[config.mk]
export PLATFORM = sky130hd
export DESIGN_NAME = fsp_ctrl
export DESIGN_NICKNAME = d
export VERILOG_FILES = /design/src/pkg/fsp_pkg.sv /design/src/pkg/fsp_hold_if.sv /design/src/rtl/fsp_hold_buf.sv /design/src/rtl/fsp_prog_timer.sv /design/src/rtl/fsp_ctrl.sv
export SDC_FILE = /design/constraint.sdc
export NUM_CORES = 1
export LEC_CHECK = 0
export ABC_AREA = 0
export BUFFER_PORTS_ARGS = -buffer_cell sky130_fd_sc_hd__buf_2
export CAP_MARGIN = 5
export CORE_ASPECT_RATIO = 1.5
export CORE_MARGIN = 1
export CORE_UTILIZATION = 61
export DETAILED_ROUTE_END_ITERATION = 6
export PLACE_DENSITY = 0.79
export SKIP_LAST_GASP = 1
export SLEW_MARGIN = 20
export SYNTH_ARGS = -nofsm -noshare
export SYNTH_HDL_FRONTEND = slang
export SYNTH_SLANG_ARGS = --single-unit
[constraint.sdc]
create_clock -name clk_sys -period 3.95 [get_ports clk_sys]
set_clock_uncertainty 0.05 [all_clocks]
set_input_delay 0.1975 -clock clk_sys [delete_from_list [all_inputs] [get_ports clk_sys]]
set_output_delay 0.1975 -clock clk_sys [all_outputs]
set_load 0.02 [all_outputs]
[src/pkg/fsp_pkg.sv]
// Constants, field layout and state encodings of the flash self-program controller.
// Assumes a 200 MHz core clock and a byte-addressed 32-bit register bus.
package fsp_pkg;

   // ==========================================================
   // Pointer and buffer geometry
   localparam int PTR_W = 22;
   localparam int LOW_W = 21;
   localparam int BLK_LSB = 10;
   localparam int HOLD_DEPTH = 64;
   localparam int HOLD_IDX_W = 6;
   localparam int DATA_W = 8;
   localparam int WORD_W = 16;
   localparam logic [HOLD_IDX_W-1:0] LAST_BLOCK_CNT = 6'h3F;
   localparam logic [HOLD_IDX_W-1:0] LAST_WORD_CNT = 6'h01;

   // ==========================================================
   // Register byte offsets
   localparam int ADDR_W = 5;
   localparam logic [ADDR_W-1:0] OFF_PTR_LOW = 5'h00;
   localparam logic [ADDR_W-1:0] OFF_PTR_HIGH = 5'h04;
   localparam logic [ADDR_W-1:0] OFF_PTR_UPPER = 5'h08;
   localparam logic [ADDR_W-1:0] OFF_LATCH = 5'h0C;
   localparam logic [ADDR_W-1:0] OFF_CTRL = 5'h10;
   localparam logic [ADDR_W-1:0] OFF_KEY = 5'h14;
   localparam logic [ADDR_W-1:0] OFF_TABLE_CMD = 5'h18;

   // ==========================================================
   // Field positions
   localparam int BIT_LAUNCH = 1;
   localparam int BIT_WRITE_EN = 2;
   localparam int BIT_ERR = 3;
   localparam int BIT_ERASE = 4;
   localparam int BIT_WORD_SEL = 5;
   localparam int CMD_RD_BIT = 0;
   localparam int CMD_MODE_LSB = 1;
   localparam int UPPER_W = PTR_W - 16;

   // ==========================================================
   // Key values and reset values
   localparam logic [7:0] KEY_FIRST = 8'h55;
   localparam logic [7:0] KEY_SECOND = 8'hAA;
   localparam logic [PTR_W-1:0] PTR_RESET = 22'h000000;
   localparam logic [7:0] LATCH_RESET = 8'h00;

   // ==========================================================
   // Timing: long write duration, rounded down to whole cycles
   localparam longint LONG_WRITE_TIME_NS = 1000000;
   localparam longint CLK_PERIOD_NS = 5;
   localparam int LONG_WRITE_CYCLES = int'(LONG_WRITE_TIME_NS / CLK_PERIOD_NS);

   // ==========================================================
   // Encodings
   typedef enum logic [1:0] {
      PM_KEEP = 2'b00,
      PM_POST_INC = 2'b01,
      PM_POST_DEC = 2'b10,
      PM_PRE_INC = 2'b11
   } fsp_ptr_mode_t;

   typedef enum logic [1:0] {
      UK_IDLE = 2'b00,
      UK_FIRST = 2'b01,
      UK_ARMED = 2'b10
   } fsp_unlock_t;

   typedef enum logic [2:0] {
      ST_IDLE = 3'b000,
      ST_RD_ISSUE = 3'b001,
      ST_RD_CAPT = 3'b010,
      ST_STREAM = 3'b011,
      ST_TIMED = 3'b100
   } fsp_state_t;

endpackage : fsp_pkg

[src/pkg/fsp_hold_if.sv]
// Port group between the controller and its holding buffer.
// Assumes both ends run on the same core clock.
`timescale 1ns/100ps
interface fsp_hold_if #(
   parameter int IDX_W = 6,
   parameter int DW = 8
);
   logic wr_en;
   logic [IDX_W-1:0] wr_idx;
   logic [DW-1:0] wr_data;
   logic [IDX_W-1:0] rd_idx;
   logic [DW-1:0] rd_data;

   modport ctrl (output wr_en, output wr_idx, output wr_data, output rd_idx, input rd_data);
   modport store (input wr_en, input wr_idx, input wr_data, input rd_idx, output rd_data);
endinterface : fsp_hold_if

[src/rtl/fsp_hold_buf.sv]
// Write holding buffer: short writes land here, long writes stream it out.
// Assumes the controller drives it on the same clock; read data is one cycle late.
`timescale 1ns/100ps
module fsp_hold_buf #(
   parameter int DEPTH = 64,
   parameter int DW = 8
) (
   input wire logic clk_sys,
   input wire logic clk_en,
   fsp_hold_if.store hold
);
   // ==========================================================
   // Storage
   // No reset: contents survive both resets and completed programs
   logic [DW-1:0] mem [DEPTH];
   logic [DW-1:0] rd_data_reg;

   always_ff @(posedge clk_sys) begin
      if (clk_en) begin
         if (hold.wr_en) begin
            mem[hold.wr_idx] <= hold.wr_data;
         end
         rd_data_reg <= mem[hold.rd_idx];
      end
   end

   assign hold.rd_data = rd_data_reg;

endmodule : fsp_hold_buf

[src/rtl/fsp_prog_timer.sv]
// Self-timed programming timer for long writes and erases.
// Assumes start and abort come from logic on the same clock.
`timescale 1ns/100ps
module fsp_prog_timer #(
   parameter int unsigned CYCLES = 200000
) (
   input wire logic clk_sys,
   input wire logic reset_n,
   input wire logic clk_en,
   input wire logic start,
   input wire logic abort,
   output logic done
);
   localparam int CW = $clog2(CYCLES + 1);

   // ==========================================================
   // Down counter
   logic [CW-1:0] count_reg;

   always_ff @(posedge clk_sys or negedge reset_n) begin
      if (!reset_n) begin
         count_reg <= '0;
      end else if (clk_en) begin
         if (abort) begin
            count_reg <= '0;
         end else if (start) begin
            count_reg <= CW'(CYCLES);
         end else if (count_reg != '0) begin
            count_reg <= count_reg - 1'b1;
         end
      end
   end

   // Done in the last counted cycle, so the busy span is CYCLES cycles
   assign done = clk_en && !abort && (count_reg == CW'(1));

endmodule : fsp_prog_timer

[src/rtl/fsp_ctrl.sv]
// Flash self-program controller: table pointer, table latch, holding
// buffer writes, row erase and self-timed long writes.
// Assumes an Avalon-MM master on clk_sys and a flash macro on the same
// clock that returns a 16-bit word one cycle after it samples fl_rd_en.
//
// Summary of operation
// - Pointer is upper, high, low bytes joined.
// - Bit 21 selects ID and configuration space.
// - Four pointer update modes per table access.
// - Auto steps touch only low 21 bits.
// - Table read fetches byte into table latch.
// - Table write stores latch into holding slot.
// - Pointer bits 21:6 pick programmed block.
// - Erase clears 1024-byte block, low bits ignored.
// - Address bit 0 picks word byte.
// - Only row erase from this path.
// - Core stalls until programming timer ends.
// - Program writes 64 bytes or one word.
// - Flash changes only on long write.
// - Holding buffer kept after programming.
// - Word select picks 2 or 64 bytes.
// - Launch flag set-only, hardware clears it.
// - Abort flag on reset or improper launch.
// - Unlock key register reads zero.
`timescale 1ns/100ps
module fsp_ctrl
   import fsp_pkg::*;
#(
   parameter int unsigned LONG_CYCLES = LONG_WRITE_CYCLES
) (
   input wire logic clk_sys,
   input wire logic reset_n,
   input wire logic clk_en,
   input wire logic sys_reset_req,
   input wire logic [ADDR_W-1:0] avs_address,
   input wire logic avs_read,
   input wire logic avs_write,
   input wire logic [31:0] avs_writedata,
   input wire logic [3:0] avs_byteenable,
   output logic [31:0] avs_readdata,
   output logic avs_waitrequest,
   input wire logic [WORD_W-1:0] fl_rdata,
   output logic [PTR_W-1:0] fl_addr,
   output logic fl_rd_en,
   output logic fl_wr_en,
   output logic [DATA_W-1:0] fl_wr_data,
   output logic fl_erase,
   output logic core_stall
);

   // ==========================================================
   // Helpers
   function automatic logic hit(input logic [ADDR_W-1:0] addr, input logic [ADDR_W-1:0] off);
      return addr == off;
   endfunction : hit

   function automatic logic [PTR_W-1:0] ptr_step(input logic [PTR_W-1:0] p, input logic down);
      logic [LOW_W-1:0] low;
      low = down ? p[LOW_W-1:0] - 1'b1 : p[LOW_W-1:0] + 1'b1;
      return {p[PTR_W-1], low};
   endfunction : ptr_step

   // ==========================================================
   // State
   fsp_state_t state_reg;
   fsp_unlock_t unlock_reg;
   logic [PTR_W-1:0] ptr_reg;
   logic [DATA_W-1:0] latch_reg;
   logic word_program_select_reg;
   logic erase_sel_reg;
   logic err_reg;
   logic write_enable_bit_reg;
   logic launch_reg;
   logic wait_reg;
   logic [31:0] rdata_reg;
   logic [HOLD_IDX_W-1:0] cnt_reg;
   logic rd_v_reg;
   logic [HOLD_IDX_W-1:0] idx_d_reg;
   logic [PTR_W-1:0] fl_addr_reg;
   logic fl_rd_en_reg;
   logic fl_wr_en_reg;
   logic [DATA_W-1:0] fl_wr_data_reg;
   logic fl_erase_reg;
   logic stall_reg;

   logic accept;
   logic wr_acc;
   logic rd_acc;
   logic tbl_rd;
   logic tbl_wr;
   logic key_wr;
   logic ctl_wr;
   logic launch_req;
   logic launch_ok;
   logic launch_bad;
   logic launch_erase;
   logic timer_start;
   logic timer_done;
   logic ack;
   fsp_ptr_mode_t mode;
   logic [PTR_W-1:0] eff_ptr;
   logic [PTR_W-1:0] next_ptr;
   logic [HOLD_IDX_W-1:0] base_idx;
   logic [HOLD_IDX_W-1:0] last_cnt;

   fsp_hold_if #(.IDX_W(HOLD_IDX_W), .DW(DATA_W)) hold ();

   // ==========================================================
   // Bus decode
   // Requests are taken only while idle; a long write holds the bus
   assign accept = (avs_read || avs_write) && wait_reg && (state_reg == ST_IDLE)
                   && !sys_reset_req;
   assign wr_acc = accept && avs_write && avs_byteenable[0];
   assign rd_acc = accept && avs_read;
   assign mode = fsp_ptr_mode_t'(avs_writedata[CMD_MODE_LSB +: 2]);
   assign tbl_rd = wr_acc && hit(avs_address, OFF_TABLE_CMD) && avs_writedata[CMD_RD_BIT];
   assign tbl_wr = wr_acc && hit(avs_address, OFF_TABLE_CMD) && !avs_writedata[CMD_RD_BIT];
   assign key_wr = wr_acc && hit(avs_address, OFF_KEY);
   assign ctl_wr = wr_acc && hit(avs_address, OFF_CTRL);
   assign launch_req = ctl_wr && avs_writedata[BIT_LAUNCH];
   assign launch_ok = launch_req && (unlock_reg == UK_ARMED) && avs_writedata[BIT_WRITE_EN];
   assign launch_bad = launch_req && !launch_ok;
   assign launch_erase = launch_ok && avs_writedata[BIT_ERASE];

   // ==========================================================
   // Pointer arithmetic
   always_comb begin
      eff_ptr = ptr_reg;
      next_ptr = ptr_reg;
      unique case (mode)
         PM_KEEP: next_ptr = ptr_reg;
         PM_POST_INC: next_ptr = ptr_step(ptr_reg, 1'b0);
         PM_POST_DEC: next_ptr = ptr_step(ptr_reg, 1'b1);
         PM_PRE_INC: begin
            eff_ptr = ptr_step(ptr_reg, 1'b0);
            next_ptr = eff_ptr;
         end
      endcase
   end

   assign base_idx = word_program_select_reg ? {ptr_reg[HOLD_IDX_W-1:1], 1'b0} : '0;
   assign last_cnt = word_program_select_reg ? LAST_WORD_CNT : LAST_BLOCK_CNT;
   assign timer_start = launch_erase
                        || ((state_reg == ST_STREAM) && (cnt_reg == last_cnt) && !sys_reset_req);

   // ==========================================================
   // Bus answer
   always_comb begin
      ack = 1'b0;
      if (sys_reset_req) begin
         ack = state_reg != ST_IDLE;
      end else if (state_reg == ST_IDLE) begin
         ack = accept && !tbl_rd && !launch_ok;
      end else if (state_reg == ST_RD_CAPT) begin
         ack = 1'b1;
      end else if (state_reg == ST_TIMED) begin
         ack = timer_done;
      end
   end

   always_ff @(posedge clk_sys or negedge reset_n) begin
      if (!reset_n) begin
         wait_reg <= 1'b1;
      end else if (clk_en) begin
         wait_reg <= !ack;
      end
   end

   always_ff @(posedge clk_sys or negedge reset_n) begin
      if (!reset_n) begin
         rdata_reg <= 32'h00000000;
      end else if (clk_en && rd_acc) begin
         rdata_reg <= 32'h00000000;
         if (hit(avs_address, OFF_PTR_LOW)) begin
            rdata_reg[7:0] <= ptr_reg[7:0];
         end else if (hit(avs_address, OFF_PTR_HIGH)) begin
            rdata_reg[7:0] <= ptr_reg[15:8];
         end else if (hit(avs_address, OFF_PTR_UPPER)) begin
            rdata_reg[UPPER_W-1:0] <= ptr_reg[PTR_W-1:16];
         end else if (hit(avs_address, OFF_LATCH)) begin
            rdata_reg[7:0] <= latch_reg;
         end else if (hit(avs_address, OFF_CTRL)) begin
            rdata_reg[BIT_WORD_SEL] <= word_program_select_reg;
            rdata_reg[BIT_ERASE] <= erase_sel_reg;
            rdata_reg[BIT_ERR] <= err_reg;
            rdata_reg[BIT_WRITE_EN] <= write_enable_bit_reg;
            rdata_reg[BIT_LAUNCH] <= launch_reg;
         end
      end
   end

   // ==========================================================
   // Sequencer
   always_ff @(posedge clk_sys or negedge reset_n) begin
      if (!reset_n) begin
         state_reg <= ST_IDLE;
      end else if (clk_en) begin
         if (sys_reset_req) begin
            state_reg <= ST_IDLE;
         end else begin
            unique case (state_reg)
               ST_IDLE: begin
                  if (tbl_rd) begin
                     state_reg <= ST_RD_ISSUE;
                  end else if (launch_erase) begin
                     state_reg <= ST_TIMED;
                  end else if (launch_ok) begin
                     state_reg <= ST_STREAM;
                  end
               end
               ST_RD_ISSUE: state_reg <= ST_RD_CAPT;
               ST_RD_CAPT: state_reg <= ST_IDLE;
               ST_STREAM: begin
                  if (timer_start) begin
                     state_reg <= ST_TIMED;
                  end
               end
               ST_TIMED: begin
                  if (timer_done) begin
                     state_reg <= ST_IDLE;
                  end
               end
               default: state_reg <= ST_IDLE;
            endcase
         end
      end
   end

   always_ff @(posedge clk_sys or negedge reset_n) begin
      if (!reset_n) begin
         cnt_reg <= '0;
      end else if (clk_en) begin
         cnt_reg <= (state_reg == ST_STREAM) ? cnt_reg + 1'b1 : '0;
      end
   end

   // ==========================================================
   // Table pointer and latch
   always_ff @(posedge clk_sys or negedge reset_n) begin
      if (!reset_n) begin
         ptr_reg <= PTR_RESET;
      end else if (clk_en) begin
         if (wr_acc && hit(avs_address, OFF_PTR_LOW)) begin
            ptr_reg[7:0] <= avs_writedata[7:0];
         end else if (wr_acc && hit(avs_address, OFF_PTR_HIGH)) begin
            ptr_reg[15:8] <= avs_writedata[7:0];
         end else if (wr_acc && hit(avs_address, OFF_PTR_UPPER)) begin
            ptr_reg[PTR_W-1:16] <= avs_writedata[UPPER_W-1:0];
         end else if (tbl_rd || tbl_wr) begin
            ptr_reg <= next_ptr;
         end
      end
   end

   always_ff @(posedge clk_sys or negedge reset_n) begin
      if (!reset_n) begin
         latch_reg <= LATCH_RESET;
      end else if (clk_en) begin
         if (wr_acc && hit(avs_address, OFF_LATCH)) begin
            latch_reg <= avs_writedata[7:0];
         end else if (state_reg == ST_RD_CAPT && !sys_reset_req) begin
            latch_reg <= fl_addr_reg[0] ? fl_rdata[15:8] : fl_rdata[7:0];
         end
      end
   end

   // ==========================================================
   // Control bits and unlock
   always_ff @(posedge clk_sys or negedge reset_n) begin
      if (!reset_n) begin
         word_program_select_reg <= 1'b0;
         erase_sel_reg <= 1'b0;
         write_enable_bit_reg <= 1'b0;
      end else if (clk_en) begin
         if (sys_reset_req) begin
            write_enable_bit_reg <= 1'b0;
            erase_sel_reg <= 1'b0;
         end else if (ctl_wr) begin
            word_program_select_reg <= avs_writedata[BIT_WORD_SEL];
            erase_sel_reg <= avs_writedata[BIT_ERASE];
            write_enable_bit_reg <= avs_writedata[BIT_WRITE_EN];
         end else if (state_reg == ST_TIMED && timer_done) begin
            erase_sel_reg <= 1'b0;
         end
      end
   end

   always_ff @(posedge clk_sys or negedge reset_n) begin
      if (!reset_n) begin
         launch_reg <= 1'b0;
      end else if (clk_en) begin
         if (sys_reset_req || timer_done) begin
            launch_reg <= 1'b0;
         end else if (launch_ok) begin
            launch_reg <= 1'b1;
         end
      end
   end

   // Error flag is high while an operation runs, so an abort leaves it set
   always_ff @(posedge clk_sys or negedge reset_n) begin
      if (!reset_n) begin
         err_reg <= 1'b0;
      end else if (clk_en) begin
         if (launch_ok || launch_bad) begin
            err_reg <= 1'b1;
         end else if (timer_done && !sys_reset_req) begin
            err_reg <= 1'b0;
         end else if (ctl_wr) begin
            err_reg <= avs_writedata[BIT_ERR];
         end
      end
   end

   always_ff @(posedge clk_sys or negedge reset_n) begin
      if (!reset_n) begin
         unlock_reg <= UK_IDLE;
      end else if (clk_en) begin
         if (sys_reset_req) begin
            unlock_reg <= UK_IDLE;
         end else if (accept && avs_write) begin
            if (key_wr && avs_writedata[7:0] == KEY_FIRST) begin
               unlock_reg <= UK_FIRST;
            end else if (key_wr && avs_writedata[7:0] == KEY_SECOND
                         && unlock_reg == UK_FIRST) begin
               unlock_reg <= UK_ARMED;
            end else begin
               unlock_reg <= UK_IDLE;
            end
         end
      end
   end

   // ==========================================================
   // Holding buffer and timer
   // latch into slot
   assign hold.wr_en = tbl_wr;
   assign hold.wr_idx = eff_ptr[HOLD_IDX_W-1:0];
   assign hold.wr_data = latch_reg;
   assign hold.rd_idx = base_idx + cnt_reg;

   fsp_hold_buf #(.DEPTH(HOLD_DEPTH), .DW(DATA_W)) u_hold (
      .clk_sys(clk_sys),
      .clk_en(clk_en),
      .hold(hold.store)
   );

   fsp_prog_timer #(.CYCLES(LONG_CYCLES)) u_timer (
      .clk_sys(clk_sys),
      .reset_n(reset_n),
      .clk_en(clk_en),
      .start(timer_start),
      .abort(sys_reset_req),
      .done(timer_done)
   );

   // ==========================================================
   // Flash macro side
   always_ff @(posedge clk_sys or negedge reset_n) begin
      if (!reset_n) begin
         rd_v_reg <= 1'b0;
         idx_d_reg <= '0;
         fl_wr_en_reg <= 1'b0;
         fl_wr_data_reg <= 8'h00;
      end else if (clk_en) begin
         rd_v_reg <= (state_reg == ST_STREAM) && !sys_reset_req;
         idx_d_reg <= hold.rd_idx;
         fl_wr_en_reg <= rd_v_reg && !sys_reset_req;
         fl_wr_data_reg <= hold.rd_data;
      end
   end

   always_ff @(posedge clk_sys or negedge reset_n) begin
      if (!reset_n) begin
         fl_addr_reg <= PTR_RESET;
         fl_rd_en_reg <= 1'b0;
         fl_erase_reg <= 1'b0;
      end else if (clk_en) begin
         fl_rd_en_reg <= tbl_rd;
         fl_erase_reg <= launch_erase;
         if (tbl_rd) begin
            fl_addr_reg <= eff_ptr;
         end else if (launch_erase) begin
            fl_addr_reg <= {ptr_reg[PTR_W-1:BLK_LSB], {BLK_LSB{1'b0}}};
         end else if (rd_v_reg) begin
            fl_addr_reg <= {ptr_reg[PTR_W-1:HOLD_IDX_W], idx_d_reg};
         end
      end
   end

   always_ff @(posedge clk_sys or negedge reset_n) begin
      if (!reset_n) begin
         stall_reg <= 1'b0;
      end else if (clk_en) begin
         if (sys_reset_req || timer_done) begin
            stall_reg <= 1'b0;
         end else if (launch_ok) begin
            stall_reg <= 1'b1;
         end
      end
   end

   assign avs_readdata = rdata_reg;
   assign avs_waitrequest = wait_reg;
   assign fl_addr = fl_addr_reg;
   assign fl_rd_en = fl_rd_en_reg;
   assign fl_wr_en = fl_wr_en_reg;
   assign fl_wr_data = fl_wr_data_reg;
   assign fl_erase = fl_erase_reg;
   assign core_stall = stall_reg;

endmodule : fsp_ctrl

Word-level counts from Yosys, hierarchy flattened
Memories as Yosys holds them, arrays and structs flattened. A register that Yosys moved wholly into a read port is not among the register bits.
Cells that the tools add are included.
W data, S select, Z words.

operators by class
  add/sub/neg operators = 5
  bitwise operators = 3
  multiplexer cells = 56
  reductions and logical operators = 76
  equality and inequality tests = 30

operator list
  kind                     number
  $mux W22                 4
  $mux W8                  8
  $mux W18                 3
  $pmux W21 S2             1
  $logic_and A1 B1 Y1      35
  $mux W6                  5
  $add A21 B1 Y21 const B  1
  $mux W21                 1
  $sub A21 B1 Y21 const B  1
  $eq A18 B1 Y1 const B    1
  $mux W1                  18
  $mux W3                  6
  $reduce_bool A18 Y1      1
  $sub A18 B1 Y18 const B  1
  $mux W16                 1
  $reduce_and A2 Y1        8
  $eq A5 B5 Y1 const B     3
  $reduce_and A5 Y1        3
  $reduce_bool A3 Y1       5
  $ne A2 B2 Y1 const B     7
  $reduce_bool A2 Y1       7
  $mux W2                  6
  $pmux W3 S4              1
  $eq A5 B4 Y1 const B     2
  25 further kinds         41

word-level totals
  memories kept = 1
  bits in registers = 113
  word-level logic and storage cells = 194
  output and inout port bits = 67
  memory bits (writable) = 512

memories
  memory      words  bits a word  read ports  clocked after Yosys merged registers in  wr ports  line                source
  u_hold.mem  64     8            1           1                                        1         fsp_hold_buf.sv:15  logic [DW-1:0] mem [DEPTH];

Depth between registers and ports, before layout
  depth in word-level cells = 15
  mapped depth = 11
  gate-level depth less buffers = 9

By module
Synthesis repeated with hierarchy kept, for this count alone.

unflattened totals
  cell total of the unflattened synthesis = 1790
  area, all modules = 27765.4 um2

modules (own cells, without submodules)
  module          seq. area each (um2)  cells each  times used  area an instance (um2)
  fsp_hold_buf    15615.0               906         1           20160.6
  fsp_ctrl        2378.5                751         1           6470.0
  fsp_prog_timer  450.4                 133         1           1134.8

Least setup slack after synthesis
No wires, ideal clock.

  kind = register to register
  start = register ptr_reg[1]
  end = register u_hold.rd_data_reg[6] (netlist: u_hold.hold.rd_data[6]) (read register of u_hold.mem), data pin
  cell stages (with the launch flop) = 11
  required time = 3639 ps
  period minus slack after synthesis = 3185 ps
  data arrival time = 2874 ps
  setup slack = 765 ps
  path buffers = 4
  cells stage by stage = dfrtp_1 > clkbuf_1 > and2_1 > ha_1 > clkbuf_1 > clkbuf_1 > buf_1 > mux4_2 > a22oi_1 > nand2_1 > a221o_1

on the way
  longest elaborated chain between the ends = 2

RTL lines
  what                             line                source
  start, declared                  fsp_ctrl.sv:67      logic [PTR_W-1:0] ptr_reg;
  start signal, assigned           fsp_ctrl.sv:244     ptr_reg[7:0] <= avs_writedata[7:0];
  start signal, assigned by index  fsp_ctrl.sv:248     ptr_reg[PTR_W-1:16] <= avs_writedata[UPPER_W-1:0];
  start signal, assigned           fsp_ctrl.sv:250     ptr_reg <= next_ptr;
  $mux W6                          fsp_ctrl.sv:141     assign base_idx = word_program_select_reg ? {ptr_reg[HOLD_IDX_W-1:1], 1'b0} : '0;
  $add A6 B6 Y6                    fsp_ctrl.sv:340     assign hold.rd_idx = base_idx + cnt_reg;
  named net hold.rd_idx[1]         fsp_hold_if.sv:11   logic [IDX_W-1:0] rd_idx;
  end, declared                    fsp_hold_buf.sv:16  logic [DW-1:0] rd_data_reg;

The timed path passes the listed nets, and every way through them passes these cells.
A chain may end at the register's enable or synchronous reset.

Worst setup path in the final report
  start = register word_program_select_reg
  end = register u_hold.rd_data_reg[6] (netlist: u_hold.hold.rd_data[6]) (read register of u_hold.mem), data pin

on the way
  longest elaborated chain between the ends = 2

RTL lines
  what                    line             source
  start, declared         fsp_ctrl.sv:69   logic word_program_select_reg;
  start signal, assigned  fsp_ctrl.sv:279  word_program_select_reg <= avs_writedata[BIT_WORD_SEL];
  $mux W6                 fsp_ctrl.sv:141
  $add A6 B6 Y6           fsp_ctrl.sv:340

Every way passes these cells.

==> results.sh <==
export IMPL_fin_crit_ns=3.52
export IMPL_fp_dieH_um=261
export IMPL_yosysTopAreaCell="edfxtp_1"
export IMPL_post_drt_wl_per_cell_um=26.6
export IMPL_nFillCells=2795
export IMPL_status="complete, no violations"
export IMPL_synth_warnings=0
export IMPL_critPathRequiredTime_ns=4.24
export IMPL_syn_area_um2=27300
export IMPL_ys_types=83
export IMPL_synth_area_leaders="edfxtp_1 (57%), mux4_2 (11%), dfrtp_1 (10%)"
export IMPL_first_iter_violations=1867
export IMPL_ys_top_cells_by_count="edfxtp_1 (520), nand2_1 (138), nor2_1 (137), mux4_2 (131), dfrtp_1 (112)"
export IMPL_cts_path_max_buffers=3
export IMPL_die_area_um2=45700
export IMPL_cts_root_buffer="clkbuf_16"
export IMPL_cts_sinks=633
export IMPL_drive_gt1_share_pct=23.5
export IMPL_critPathSlowestCell="and2_1"
export IMPL_max_slew_margin_rel_pct=23.7
export IMPL_synth_compound_area_share_pct=7.65
export IMPL_post_dp_hpwl_um=43100
export IMPL_initial_core_util_pct=62.1
export IMPL_fin_tns_setup_ns=0
export IMPL_ys_flop_type="edfxtp_1"
export IMPL_num_vias=16700
export IMPL_avgViaCountPerCell=6.60
export IMPL_largest_reg_flops=512
export IMPL_path_max_fanout=20
export IMPL_place_congestion=1.00
export IMPL_synthXorXnorAreaFrac_pct=1.06
export IMPL_clk_pin_slew_ns=0.06
export IMPL_p_per_area_nw_per_um2=540
export IMPL_clkLatencyLatePin_ns=0.61
export IMPL_muxShareOfSynthArea_pct=12.4
export IMPL_ys_ff_latch=633
export IMPL_slowest_delay_ns=0.55
export IMPL_endpoint_kind="flop"
export IMPL_p_leak_nw=10.5
export IMPL_core_area_um2=44000
export IMPL_ys_seq_area_share_pct=67.5
export IMPL_synth_most_common_cell="edfxtp_1"
export IMPL_syn2layout_area_growth_pct=12.4
export IMPL_setup_viol=0
export IMPL_drv_cap=0
export IMPL_start_kind="flop"
export IMPL_vdd_drop_max_v=0.000387
export IMPL_arrival_ns=3.82
export IMPL_async_flop_share_pct=17.9
export IMPL_synth_avg_cell_area_um2=15.4
export IMPL_port_buffers=78
export IMPL_grt_usage_pct=30.0
export IMPL_tritoncts="yes"
export IMPL_timing_fmax_mhz=284
export IMPL_die_x_um=175
export IMPL_synth_top_family_by_area="multiplexers"
export IMPL_synth_top_area_share_pct=57.1
export IMPL_postRouteAntennaNets=0
export IMPL_layout_nets=1988
export IMPL_min_path_type="input port to flop"
export IMPL_remaining_drc_errors=0
export IMPL_synth_fa_ha_area_share_pct=0.485
export IMPL_critPathMostFrequentCell="and2_1"
export IMPL_synth_edf_count=520
export IMPL_path_class="flop to flop"
export IMPL_drtPass1Iterations=6
export IMPL_grt_max_degree=77
export IMPL_htree_levels=2
export IMPL_syn_inst=1769
export IMPL_holdWs_ns=0.0347
export IMPL_drt_total_wl_um=67400
export IMPL_fin_crit_sh_pct=89.2
export IMPL_antennaDiodeCount=0
export IMPL_slew_violations=0
export IMPL_yosys_area_share_simple_pct=8.22
export IMPL_io_pin_count=130
export IMPL_antenna_found_initial=2
export IMPL_grt_pass1_vias=16700
export IMPL_hold_viol=0
export IMPL_worst_slew_pin_slew_ns=1.14
export IMPL_gr_total_overflow=0
export IMPL_cts_buffers=55
export IMPL_path_cells="and2_1, ha_4, fa_1, xnor2_1, and2_1, buf_4, a22oi_1, nand2_1, a221o_1"
export IMPL_rsz0062_at_grt="no"
export IMPL_grt_first_pass_wirelength_um=101000
export IMPL_rows=94
export IMPL_ctsResizeCount=0
==> cells in the final DEF, fill, tap and decap left out, types with 16 or more instances in the layout <==
cell | synthesis | final
a21oi_1 | 42 | 42
a221oi_1 | 18 | 18
a22o_1 | 19 | 19
a22oi_1 | 40 | 40
buf_2 | 24 | 77
buf_4 | 25 | 102
clkbuf_16 | 0 | 55
conb_1 | 1 | 24
dfrtp_1 | 112 | 103
dlygate4sd3_1 | 0 | 16
edfxtp_1 | 520 | 520
inv_1 | 20 | 20
mux2_2 | 22 | 22
mux2i_1 | 18 | 18
mux4_2 | 131 | 131
nand2_1 | 138 | 138
nand3_1 | 32 | 32
nand4_1 | 16 | 16
nor2_1 | 137 | 135
nor3_1 | 27 | 27
o21ai_0 | 81 | 81
xnor2_1 | 19 | 19
==> what timing repair did <==
action                                 4_1_cts  5_1_grt
setup buffers                                0        0
hold buffers                                16        0
endpoints found under the hold margin       84        0
==> power by group <==
| part | switching (mW) | internal, mW |
|---|---|---|
| Sequential | 0.525 | 8.18 |
| Combinational | 1.66 | 0.956 |
| Clock | 2.35 | 2.91 |
| Total | 4.54 | 12.0 |
==> through the flow <==
stage / total power, mW / setup WS (ns) / instance area (µm²) / util (%) / std cells
after floorplan: 10.4 / 0.765 / 27400 / - / 1792
after global placement: 11.2 / 0.577 / 28800 / 65.5 / 2418
after detailed placement: 11.4 / 0.542 / 28800 / 65.5 / 2418
after CTS: 16.6 / 0.523 / 30700 / 69.8 / 2534
after global routing: 17.1 / 0.360 / 30700 / 69.8 / 2534
final: 16.6 / 0.427 / 30700 / 69.8 / 2534
==> cells by family (layout without fill, tap and decap cells) <==
group | after synthesis | in the layout
fa+ha+maj | 10 | 10
flops | 633 | 633
simple gates | 457 | 457
compound gates | 307 | 307
xor+xnor | 33 | 33
buf+inv | 156 | 322
other cells | 1 | 24
mux | 172 | 172
==> metal layers <==
layer / up-vias / routed length [µm] / track usage, %
met2: 913 / 34900 / 52.6
li1: 7194 / - / -
met5: - / 34 / 0
met3: 224 / 4950 / 4.27
met4: 4 / 4040 / 16.7
met1: 8398 / 23400 / 35.8
==> critical path: cells and delay by family (launching register included) <==
kind / cells / cell delay, ns
simple gates: 3 / 0.93
xor+xnor: 1 / 0.20
fa+ha+maj: 2 / 0.63
flops: 1 / 0.45
buf+inv: 1 / 0.34
compound gates: 2 / 0.67
==> layout make-up <==
type	instances	area (µm²)	share of cell area, %
clock buffer	66	1430	4.65
sequential	633	18500	60.1
multi-input combinational	1003	8280	26.9
timing repair buffer	202	1440	4.70
clock inverter	34	312	1.01
tap	576	721	2.35
inverter	20	75.1	0.244
==> path summary, 6_finish.rpt <==
path | from | to | slack [ns] | depth (start not counted)
max | word_program_select_reg$_DFFE_PN0P_ | u_hold.hold.rd_data[6]$_DFFE_PP_ | 0.43 | 9
min | fl_rdata[10] | hold.wr_data[2]$_DFFE_PN0P_ | 0.03 | 5
max reg2reg | word_program_select_reg$_DFFE_PN0P_ | u_hold.hold.rd_data[6]$_DFFE_PP_ | 0.43 | 9
min reg2reg | avs_readdata[4]$_DFFE_PN0P_ | avs_readdata[4]$_DFFE_PN0P_ | 0.43 | 2
max in group asynchronous | reset_n | cnt_reg[0]$_DFFE_PN0P_ | 2.85 | 3
min in group asynchronous | reset_n | ptr_reg[12]$_DFFE_PN0P_ | 0.16 | 2
Note: power is estimated with default switching activity, not from simulation.
